`config.mk`:
```
export PLATFORM = sky130hd
export DESIGN_NAME = pcr_msg_handler
export DESIGN_NICKNAME = d
export VERILOG_FILES = /design/src/design/pcr_pkg.sv /design/src/design/pcr_msg_handler.sv /design/src/design/pcr_commit_ctrl.sv
export SDC_FILE = /design/constraint.sdc
export NUM_CORES = 1
export LEC_CHECK = 0
export BUFFER_PORTS_ARGS = -buffer_cell sky130_fd_sc_hd__buf_2
export CAP_MARGIN = 20
export CORE_MARGIN = 4
export CORE_UTILIZATION = 55
export DETAILED_ROUTE_END_ITERATION = 12
export GPL_ROUTABILITY_DRIVEN = 0
export HOLD_SLACK_MARGIN = 0.06
export PLACE_DENSITY = 0.73
export SYNTH_ARGS = -nofsm -noshare
export SYNTH_HDL_FRONTEND = slang
export SYNTH_HIERARCHICAL = 1
export SYNTH_SLANG_ARGS = --single-unit
```
`constraint.sdc`:
```
create_clock -name clock_in -period 9.3 [get_ports clock_in]
set_input_delay 2.325 -clock clock_in [delete_from_list [all_inputs] [get_ports clock_in]]
set_output_delay 2.325 -clock clock_in [all_outputs]
set_load 0.05 [all_outputs]
```
`src/design/pcr_pkg.sv`:
```
// Contract
// - writing zero to either commit register starts a commit, and the device acts on it.
// - commit registers accept writes only; they are write-only locations.
// - a read touching either commit register returns an error response, no data.
// - persistent commit writes nonvolatile storage and applies to working memory together.
// - volatile commit updates working memory only; nonvolatile storage is untouched.
// - command data and broadcast messages take effect with no commit; here only broadcast bypasses staging in mode zero, where command data is staged.
// - no nonvolatile write while undervoltage is present, even on persistent commit.
// - undervoltage aborting a persistent commit leaves a data error flagged at power-up.
// - apply mode zero: changes take effect on commit; related limits considered.
// - apply mode one: changes take effect on write; own limits only.
// - apply mode one adjusts related defaults; mode zero leaves them unchanged.
// - apply mode one: one invalid value in a block discards all of it.
// - every message is unit id byte, function code byte, then data field.
// - response unit id equals the command's unit id.
// - response echoes function code, top bit set on error.
// - read-block response: code 03, byte count 2N, values high byte first.
// - failed read-block answers unit id, code 83, one exception byte.
// - received register addresses are incremented by one before internal access.
package pcr_pkg;
  localparam logic [15:0] PCR_REG_COMMIT_NV = 16'h0900;
  localparam logic [15:0] PCR_REG_COMMIT_VOL = 16'h0910;
  localparam logic [15:0] PCR_COMMIT_VALUE = 16'h0000;
  localparam logic [7:0] PCR_FC_READ = 8'h03;
  localparam logic [7:0] PCR_FC_WRITE1 = 8'h06;
  localparam logic [7:0] PCR_FC_ERR_BIT = 8'h80;
  localparam logic [7:0] PCR_EXC_ILLEGAL_FUNC = 8'h01;
  localparam logic [7:0] PCR_EXC_BAD_ADDR = 8'h02;
  localparam logic [7:0] PCR_EXC_BAD_VALUE = 8'h03;
  localparam logic [4:0] PCR_MAX_COUNT = 5'h10;
  localparam logic [15:0] PCR_ADDR_BASE_ADJ = 16'h0001;

  typedef struct packed {
    logic [7:0] unit_id;
    logic [7:0] func;
    logic [15:0] addr;
    logic [15:0] value;
  } pcr_cmd_type;

  typedef enum logic [6:0] {
    PCR_IDLE = 7'b0000001,
    PCR_HDR = 7'b0000010,
    PCR_FIELD = 7'b0000100,
    PCR_DECIDE = 7'b0001000,
    PCR_READ = 7'b0010000,
    PCR_SEND = 7'b0100000,
    PCR_DONE = 7'b1000000
  } pcr_state_type;
endpackage : pcr_pkg

```
`src/design/pcr_msg_handler.sv`:
```
`timescale 1ns/1ns
`default_nettype none
module pcr_msg_handler
  import pcr_pkg::*;
(
  input wire logic clock_in,
  input wire logic rst_in,
  // request byte stream, same clock domain
  input wire logic rx_valid_in,
  input wire logic [7:0] rx_data_in,
  input wire logic rx_last_in,
  input wire logic rx_bcast_in,
  output logic rx_ready_out,
  // response byte stream
  output logic tx_valid_out,
  output logic [7:0] tx_data_out,
  output logic tx_last_out,
  input wire logic tx_ready_in,
  // internal register port
  output logic reg_rd_out,
  output logic [15:0] reg_addr_out,
  input wire logic [15:0] reg_rdata_in,
  output logic param_wr_out,
  output logic [15:0] param_wdata_out,
  output logic param_stage_out,
  input wire logic param_bad_in,
  // apply control
  input wire logic apply_mode_in,
  input wire logic undervolt_in,
  input wire logic nvm_done_in,
  input wire logic nvm_busy_in,
  input wire logic power_up_in,
  output logic apply_ram_out,
  output logic nvm_write_out,
  output logic related_adjust_out,
  output logic full_limit_check_out,
  output logic nvm_data_error_indication_out
);
  pcr_state_type state_q;
  pcr_cmd_type cmd_q;
  logic [2:0] hdr_cnt_q;
  logic [4:0] cnt_q;
  logic [4:0] idx_q;
  logic [5:0] tx_idx_q;
  logic [5:0] tx_len_q;
  logic err_q;
  logic [7:0] exc_q;
  logic bcast_q;
  logic [15:0] rdbuf_q [0:15];
  logic commit_nv;
  logic commit_vol;
  logic nvm_abort;
  logic abort_seen_q;
  logic [15:0] end_addr;
  logic hits_commit;
  logic [7:0] tx_byte;
  logic [15:0] tx_word;
  logic [5:0] tx_off;
  logic err_next;
  logic uv_meta_q;
  logic uv_sync_q;
  logic pu_meta_q;
  logic pu_sync_q;

  assign rx_ready_out = (state_q == PCR_IDLE) || (state_q == PCR_HDR) || (state_q == PCR_FIELD);
  assign full_limit_check_out = ~apply_mode_in;
  assign related_adjust_out = apply_mode_in;

  // header: unit id, function, address hi/lo, value-or-count hi/lo
  always_ff @(posedge clock_in) begin
    if (rst_in) begin
      state_q <= PCR_IDLE;
      cmd_q <= '0;
      hdr_cnt_q <= 3'h0;
      bcast_q <= 1'b0;
    end else begin
      case (state_q)
        PCR_IDLE: begin
          if (rx_valid_in) begin
            cmd_q.unit_id <= rx_data_in;
            bcast_q <= rx_bcast_in;
            hdr_cnt_q <= 3'h1;
            state_q <= rx_last_in ? PCR_DECIDE : PCR_HDR;
          end
        end
        PCR_HDR: begin
          if (rx_valid_in) begin
            cmd_q.func <= rx_data_in;
            hdr_cnt_q <= 3'h2;
            state_q <= rx_last_in ? PCR_DECIDE : PCR_FIELD;
          end
        end
        PCR_FIELD: begin
          if (rx_valid_in) begin
            case (hdr_cnt_q)
              3'h2: cmd_q.addr[15:8] <= rx_data_in;
              3'h3: cmd_q.addr[7:0] <= rx_data_in;
              3'h4: cmd_q.value[15:8] <= rx_data_in;
              3'h5: cmd_q.value[7:0] <= rx_data_in;
              default: ;
            endcase
            if (hdr_cnt_q != 3'h7) begin
              hdr_cnt_q <= hdr_cnt_q + 3'h1;
            end
            if (rx_last_in) begin
              state_q <= PCR_DECIDE;
            end
          end
        end
        PCR_DECIDE: begin
          state_q <= (!err_next && cmd_q.func == PCR_FC_READ) ? PCR_READ : PCR_SEND;
        end
        PCR_READ: begin
          if (idx_q + 5'h1 == cnt_q) begin
            state_q <= PCR_SEND;
          end
        end
        PCR_SEND: begin
          if (bcast_q || (tx_ready_in && tx_idx_q + 6'h1 == tx_len_q)) begin
            state_q <= PCR_DONE;
          end
        end
        PCR_DONE: state_q <= PCR_IDLE;
        default: state_q <= PCR_IDLE;
      endcase
    end
  end

  // base-one network addressing
  assign end_addr = cmd_q.addr + PCR_ADDR_BASE_ADJ + {11'h000, cmd_q.value[4:0]} - 16'h0001;
  // read range that covers a commit register is refused
  assign hits_commit = ((cmd_q.addr + PCR_ADDR_BASE_ADJ <= PCR_REG_COMMIT_NV) && (end_addr >= PCR_REG_COMMIT_NV))
    || ((cmd_q.addr + PCR_ADDR_BASE_ADJ <= PCR_REG_COMMIT_VOL) && (end_addr >= PCR_REG_COMMIT_VOL));

  // a plain signal rather than a function, so every reader sees the settled header
  always_comb begin
    err_next = 1'b0;
    if (hdr_cnt_q != 3'h6) begin
      err_next = 1'b1;
    end else if (cmd_q.func == PCR_FC_READ) begin
      err_next = (cmd_q.value == 16'h0000) || (cmd_q.value > {11'h000, PCR_MAX_COUNT}) || hits_commit;
    end else if (cmd_q.func == PCR_FC_WRITE1) begin
      err_next = param_bad_in;
    end else begin
      err_next = 1'b1;
    end
  end

  always_ff @(posedge clock_in) begin
    if (rst_in) begin
      err_q <= 1'b0;
      exc_q <= 8'h00;
      cnt_q <= 5'h00;
    end else if (state_q == PCR_DECIDE) begin
      err_q <= err_next;
      cnt_q <= cmd_q.value[4:0];
      if (cmd_q.func != PCR_FC_READ && cmd_q.func != PCR_FC_WRITE1) begin
        exc_q <= PCR_EXC_ILLEGAL_FUNC;
      end else if (cmd_q.func == PCR_FC_READ && !hits_commit) begin
        exc_q <= PCR_EXC_BAD_VALUE;
      end else if (cmd_q.func == PCR_FC_READ) begin
        exc_q <= PCR_EXC_BAD_ADDR;
      end else begin
        exc_q <= PCR_EXC_BAD_VALUE;
      end
    end
  end

  // staged register reads into a local block buffer
  always_ff @(posedge clock_in) begin
    if (rst_in) begin
      idx_q <= 5'h00;
    end else if (state_q == PCR_READ) begin
      idx_q <= idx_q + 5'h01;
    end else begin
      idx_q <= 5'h00;
    end
  end

  always_ff @(posedge clock_in) begin
    if (state_q == PCR_READ) begin
      rdbuf_q[idx_q[3:0]] <= reg_rdata_in;
    end
  end

  assign reg_rd_out = (state_q == PCR_READ);
  assign reg_addr_out = cmd_q.addr + PCR_ADDR_BASE_ADJ + {11'h000, idx_q};

  // write path: zero written to a commit register goes to the commit controller, writes to other addresses raise param_wr_out
  assign commit_nv = (state_q == PCR_DECIDE) && !err_next && cmd_q.func == PCR_FC_WRITE1
    && (cmd_q.addr + PCR_ADDR_BASE_ADJ == PCR_REG_COMMIT_NV) && (cmd_q.value == PCR_COMMIT_VALUE);
  assign commit_vol = (state_q == PCR_DECIDE) && !err_next && cmd_q.func == PCR_FC_WRITE1
    && (cmd_q.addr + PCR_ADDR_BASE_ADJ == PCR_REG_COMMIT_VOL) && (cmd_q.value == PCR_COMMIT_VALUE);

  always_ff @(posedge clock_in) begin
    if (rst_in) begin
      param_wr_out <= 1'b0;
      param_stage_out <= 1'b0;
      param_wdata_out <= 16'h0000;
    end else begin
      param_wr_out <= (state_q == PCR_DECIDE) && !err_next && cmd_q.func == PCR_FC_WRITE1
        && !commit_nv && !commit_vol
        && (cmd_q.addr + PCR_ADDR_BASE_ADJ != PCR_REG_COMMIT_NV)
        && (cmd_q.addr + PCR_ADDR_BASE_ADJ != PCR_REG_COMMIT_VOL);
      // only broadcast bypasses staging in mode zero; mode one applies at once
      param_stage_out <= ~apply_mode_in & ~bcast_q;
      param_wdata_out <= cmd_q.value;
    end
  end

  // response: length and byte selection
  always_ff @(posedge clock_in) begin
    if (rst_in) begin
      tx_len_q <= 6'h00;
    end else if (state_q == PCR_DECIDE) begin
      if (err_next) begin
        tx_len_q <= 6'h03;
      end else if (cmd_q.func == PCR_FC_READ) begin
        tx_len_q <= 6'h03 + {cmd_q.value[4:0], 1'b0};
      end else begin
        tx_len_q <= 6'h06;
      end
    end
  end

  always_ff @(posedge clock_in) begin
    if (rst_in) begin
      tx_idx_q <= 6'h00;
    end else if (state_q == PCR_SEND && tx_ready_in) begin
      tx_idx_q <= tx_idx_q + 6'h01;
    end else if (state_q != PCR_SEND) begin
      tx_idx_q <= 6'h00;
    end
  end

  // first data byte sits at index 3, two bytes per buffered word
  assign tx_off = tx_idx_q - 6'h03;
  assign tx_word = rdbuf_q[tx_off[4:1]];

  always_comb begin
    tx_byte = 8'h00;
    if (tx_idx_q == 6'h00) begin
      tx_byte = cmd_q.unit_id;
    end else if (tx_idx_q == 6'h01) begin
      tx_byte = err_q ? (cmd_q.func | PCR_FC_ERR_BIT) : cmd_q.func;
    end else if (err_q) begin
      tx_byte = exc_q;
    end else if (cmd_q.func == PCR_FC_READ) begin
      if (tx_idx_q == 6'h02) begin
        tx_byte = {2'b00, cnt_q, 1'b0};
      end else begin
        tx_byte = tx_idx_q[0] ? tx_word[15:8] : tx_word[7:0];
      end
    end else begin
      case (tx_idx_q)
        6'h02: tx_byte = cmd_q.addr[15:8];
        6'h03: tx_byte = cmd_q.addr[7:0];
        6'h04: tx_byte = cmd_q.value[15:8];
        default: tx_byte = cmd_q.value[7:0];
      endcase
    end
  end

  always_ff @(posedge clock_in) begin
    if (rst_in) begin
      tx_data_out <= 8'h00;
    end else begin
      tx_data_out <= tx_byte;
    end
  end

  // data is registered one cycle behind the index, so valid lags too
  logic tx_pending_q;
  logic tx_last_q;
  always_ff @(posedge clock_in) begin
    if (rst_in) begin
      tx_pending_q <= 1'b0;
      tx_last_q <= 1'b0;
    end else begin
      tx_pending_q <= (state_q == PCR_SEND) && !bcast_q && tx_ready_in;
      tx_last_q <= (state_q == PCR_SEND) && tx_idx_q + 6'h1 == tx_len_q;
    end
  end
  assign tx_valid_out = tx_pending_q;
  assign tx_last_out = tx_pending_q & tx_last_q;

  // supply monitor signals are asynchronous to this clock, so two flops first
  always_ff @(posedge clock_in) begin
    if (rst_in) begin
      uv_meta_q <= 1'b0;
      uv_sync_q <= 1'b0;
      pu_meta_q <= 1'b0;
      pu_sync_q <= 1'b0;
    end else begin
      uv_meta_q <= undervolt_in;
      uv_sync_q <= uv_meta_q;
      pu_meta_q <= power_up_in;
      pu_sync_q <= pu_meta_q;
    end
  end

  pcr_commit_ctrl u_commit (
    .clock_in(clock_in),
    .rst_in(rst_in),
    .commit_nv_in(commit_nv),
    .commit_vol_in(commit_vol),
    .undervolt_in(uv_sync_q),
    .nvm_done_in(nvm_done_in),
    .nvm_busy_in(nvm_busy_in),
    .apply_ram_out(apply_ram_out),
    .nvm_write_out(nvm_write_out),
    .nvm_abort_out(nvm_abort)
  );

  // abort remembered until reset and reported at each power-up; an abort in the power-up cycle is reported too
  always_ff @(posedge clock_in) begin
    if (rst_in) begin
      abort_seen_q <= 1'b0;
      nvm_data_error_indication_out <= 1'b0;
    end else begin
      if (nvm_abort) begin
        abort_seen_q <= 1'b1;
      end
      if (pu_sync_q) begin
        nvm_data_error_indication_out <= abort_seen_q | nvm_abort;
      end
    end
  end

  a_err_fc_bit: assert property (@(posedge clock_in) disable iff (rst_in)
    state_q == PCR_SEND && tx_idx_q == 6'h01 && err_q |=> tx_data_out[7])
    else $error("error response without top function bit");
  a_uid_echo: assert property (@(posedge clock_in) disable iff (rst_in)
    state_q == PCR_SEND && tx_idx_q == 6'h00 |=> tx_data_out == cmd_q.unit_id)
    else $error("unit id not echoed");
  a_count_range: assert property (@(posedge clock_in) disable iff (rst_in)
    state_q == PCR_DECIDE && cmd_q.func == PCR_FC_READ && cmd_q.value > 16'h0010 |=> err_q)
    else $error("out of range count accepted");
  a_count_zero: assert property (@(posedge clock_in) disable iff (rst_in)
    state_q == PCR_DECIDE && cmd_q.func == PCR_FC_READ && cmd_q.value == 16'h0000 |=> err_q)
    else $error("zero count accepted");
  a_err_len: assert property (@(posedge clock_in) disable iff (rst_in)
    state_q == PCR_DECIDE && err_next |=> tx_len_q == 6'h03)
    else $error("error response length wrong");
  a_read_commit: assert property (@(posedge clock_in) disable iff (rst_in)
    state_q == PCR_DECIDE && cmd_q.func == PCR_FC_READ && hits_commit |=> err_q)
    else $error("commit register read returned data");
endmodule : pcr_msg_handler
`default_nettype wire

```
`src/design/pcr_commit_ctrl.sv`:
```
`timescale 1ns/1ns
`default_nettype none
module pcr_commit_ctrl
  import pcr_pkg::*;
(
  input wire logic clock_in,
  input wire logic rst_in,
  input wire logic commit_nv_in,
  input wire logic commit_vol_in,
  input wire logic undervolt_in,
  input wire logic nvm_done_in,
  input wire logic nvm_busy_in,
  output logic apply_ram_out,
  output logic nvm_write_out,
  output logic nvm_abort_out
);
  logic nv_active_q;

  always_ff @(posedge clock_in) begin
    if (rst_in) begin
      apply_ram_out <= 1'b0;
    end else begin
      apply_ram_out <= commit_nv_in | commit_vol_in;
    end
  end

  always_ff @(posedge clock_in) begin
    if (rst_in) begin
      nvm_write_out <= 1'b0;
    end else begin
      // persistent commit only, and never while undervoltage is present
      nvm_write_out <= commit_nv_in & ~undervolt_in;
    end
  end

  always_ff @(posedge clock_in) begin
    if (rst_in) begin
      nv_active_q <= 1'b0;
      nvm_abort_out <= 1'b0;
    end else begin
      nvm_abort_out <= nv_active_q & nvm_busy_in & undervolt_in;
      if (commit_nv_in & ~undervolt_in) begin
        nv_active_q <= 1'b1;
      end else if (nvm_done_in | (nvm_busy_in & undervolt_in)) begin
        nv_active_q <= 1'b0;
      end
    end
  end

  a_nv_blocked_uv: assert property (@(posedge clock_in) disable iff (rst_in)
    commit_nv_in && undervolt_in |=> !nvm_write_out)
    else $error("nonvolatile write under undervoltage");
  a_vol_no_nv: assert property (@(posedge clock_in) disable iff (rst_in)
    commit_vol_in && !commit_nv_in |=> apply_ram_out && !nvm_write_out)
    else $error("volatile commit touched nonvolatile storage");
  a_nv_both: assert property (@(posedge clock_in) disable iff (rst_in)
    commit_nv_in && !undervolt_in |=> apply_ram_out && nvm_write_out)
    else $error("persistent commit did not apply both");
endmodule : pcr_commit_ctrl
`default_nettype wire

```
==> flow_metrics.env <==
export IMPL_grt_pass1_wl_mm=61.8
export IMPL_vias_per_cell=6.02
export IMPL_p_leak_nw=6.92
export IMPL_timing_max_cap_violations=0
export IMPL_post_dp_hpwl_mm=25.1
export IMPL_gr_total_overflow=0
export IMPL_cts_sinks=378
export IMPL_arrival_ns=3.55
export IMPL_clock_root_buffer="clkbuf_16"
export IMPL_synth_net_count=1378
export IMPL_synthCells=1286
export IMPL_row_count=64
export IMPL_ys_ff_latch=378
export IMPL_wl_per_cell_um=21.9
export IMPL_crit_chain="ha_1, xor2_1, ha_1, a21oi_1, o21bai_1, a21oi_1, nor2b_1, nand3_1, nor2_1, nand2_1, xor2_1, buf_2"
export IMPL_placed_cells=1721
export IMPL_finalSetupTns_ns=0
export IMPL_n_fill_cell=2307
export IMPL_syn_avg_cell_area_um2=13.4
export IMPL_antenna_found_initial=2
export IMPL_relSlewSlack_pct=22.6
export IMPL_synth_edff_count=256
export IMPL_final_cells=1792
export IMPL_synth_seq_area_share_pct=58.9
export IMPL_worst_path_largest_cell_delay_ns=0.54
export IMPL_final_area_um2=19400
export IMPL_endpoint_kind="output pin"
export IMPL_die_w_um=185
export IMPL_cts_buffers=39
export IMPL_max_freq_ghz=0.170
export IMPL_path_buf_inv=1
export IMPL_nNetsFinal=1459
export IMPL_crit_type="reg2out"
export IMPL_port_buffers=86
export IMPL_rsz0062_at_grt="false"
export IMPL_hp_class="reg2reg"
export IMPL_grt_pass1_vias=10673
export IMPL_drc_errors=0
export IMPL_dp_worst_setup_slack_ns=4.05
export IMPL_setup_violations=0
export IMPL_use_met3_pct=3.89
export IMPL_layout_drive_gt1_share_pct=19.1
export IMPL_use_met2_pct=38.6
export IMPL_startpoint_type="flip-flop"
export IMPL_synth_warning_count=6
export IMPL_finClkSkew_ns=0.0162
export IMPL_crit_family="adder cells"
export IMPL_whs_ns=0.433
export IMPL_vias=10780
export IMPL_dr_pass1_iters=5
export IMPL_area_growth_pct=12.7
export IMPL_clock_latency_ns=0.54
export IMPL_cts_setup_buffers=0
export IMPL_finalHoldViolations=0
export IMPL_ios=87
export IMPL_grt_start_max_net_pins=93
export IMPL_period_share_pct=63.1
export IMPL_path_max_fanout=10
export IMPL_required_ns=6.98
export IMPL_core_um2=30700
export IMPL_period_needed_ns=5.87
export IMPL_hold_buffers=0
export IMPL_ir_worst_vdd_mv=0.181
export IMPL_synthDistinctLibCells=79
export IMPL_layout_setup_ws_ns=3.43
export IMPL_async_flop_share_pct=0
export IMPL_n_antenna_cell=0
export IMPL_clk_pin_slew_ns=0.06
export IMPL_cts_resized=0
export IMPL_final_common_cell="edfxtp_1"
export IMPL_grt_util_met1_pct=32.2
export IMPL_busiest_layer="met2"
export IMPL_cts_tree="yes"
export IMPL_slowest_stage="dfxtp_1"
export IMPL_placed_area_um2=18000
export IMPL_drtIter0Drc=931
export IMPL_start_util_pct=55.9
export IMPL_finalMaxSlewViolations=0
export IMPL_clk_path_buf_depth=3
export IMPL_routed_wl_mm=39.3
export IMPL_power_per_cell_area_nw_per_um2=190
export IMPL_h_tree_depth=2
export IMPL_fin_util_pct=63.0
export IMPL_ys_flop_type="edfxtp_1"
export IMPL_tightest_slew_ns=1.16
export IMPL_mostFrequentLayoutCells="edfxtp_1, dfxtp_1, nor2_1"
export IMPL_grtUsageTotal_pct=23.3
export IMPL_status="finished, final reports clean"
export IMPL_p_total_mw=3.67
export IMPL_postRouteAntennaNets=0
export IMPL_die_y_um=185
export IMPL_dieArea_um2=34200
export IMPL_netlist_area_um2=17200
## cell families (layout without fill, tap and decap cells)
logic type,count (synthesis),count (layout),share of synthesized area (%)
AOI/OAI and AO/OA,161,161,6.60
muxes,138,138,13.3
adders and majority gates,56,56,4.16
xor gates and xnor gates,62,62,3.39
DFF,378,378,58.9
and+or+nand+nor,376,376,10.8
buffers and inverters,115,225,2.87
## path summary, 6_finish.rpt
path,start,end,slack [ns],cells after the start
worst max register to register,cmd_q[16],tx_len_q[5],4.85,16
worst min-delay path,pu_meta_q,pu_sync_q,0.43,1
worst min register to register,pu_meta_q,pu_sync_q,0.43,1
worst max-delay path,cmd_q[16],reg_addr_out[15],3.43,12
## report_power, final
group          internal, mW  switching [mW]
logic                0.0558           0.143
clock network         0.978           0.661
registers              1.82          0.0197
total                  2.85           0.823
## cell usage after synthesis, drive strengths merged (5+ instances only)
cell type	count	area, um2
o21ai	17	85.1
ha	54	676
a22oi	7	57.6
xnor2	33	308
or3	8	55.1
a211oi	12	90.1
a21oi	63	327
clkbuf	36	135
dfxtp	122	2440
and3	9	56.3
and2	15	93.8
xor2	28	253
o211ai	5	37.5
mux4	72	1620
nor4	13	81.3
nand2	81	307
nand2b	9	56.3
nand4	11	68.8
inv	52	195
edfxtp	256	7690
mux2i	66	661
nor2b	23	144
nor3	21	105
nand3	53	283
a21o	6	45.0
nor3b	7	52.6
nor2	107	402
buf	26	160
o2111ai	7	61.3
## sequential cells by signal (all words and copies together), names as in the netlist, 6 cells and up
register and cells:
tx_idx_q 6, cmd_q 48, tx_data_out 8, state_q 7, rdbuf_q 256, tx_len_q 6
param_wdata_out 16
## routing by layer
| layer | wire length [um] | part of all wire, % |
|---|---|---|
| met1 | 16300 | 42 |
| met2 | 19400 | 49 |
| met3 | 2610 | 6.7 |
| met4 | 973 | 2.5 |
| met5 | 27 | 0.069 |
## area by class of cell
class	instances	area [um2]	area share, %
Timing Repair Buffer	102	561	2.89
Sequential cell	378	10100	52.3
Inverter	53	199	1.03
Multi-Input combinational cell	793	6630	34.2
Clock buffer	49	1040	5.39
Clock inverter	21	317	1.63
Tap cell	396	495	2.56
(Power assumes the default switching activity.)
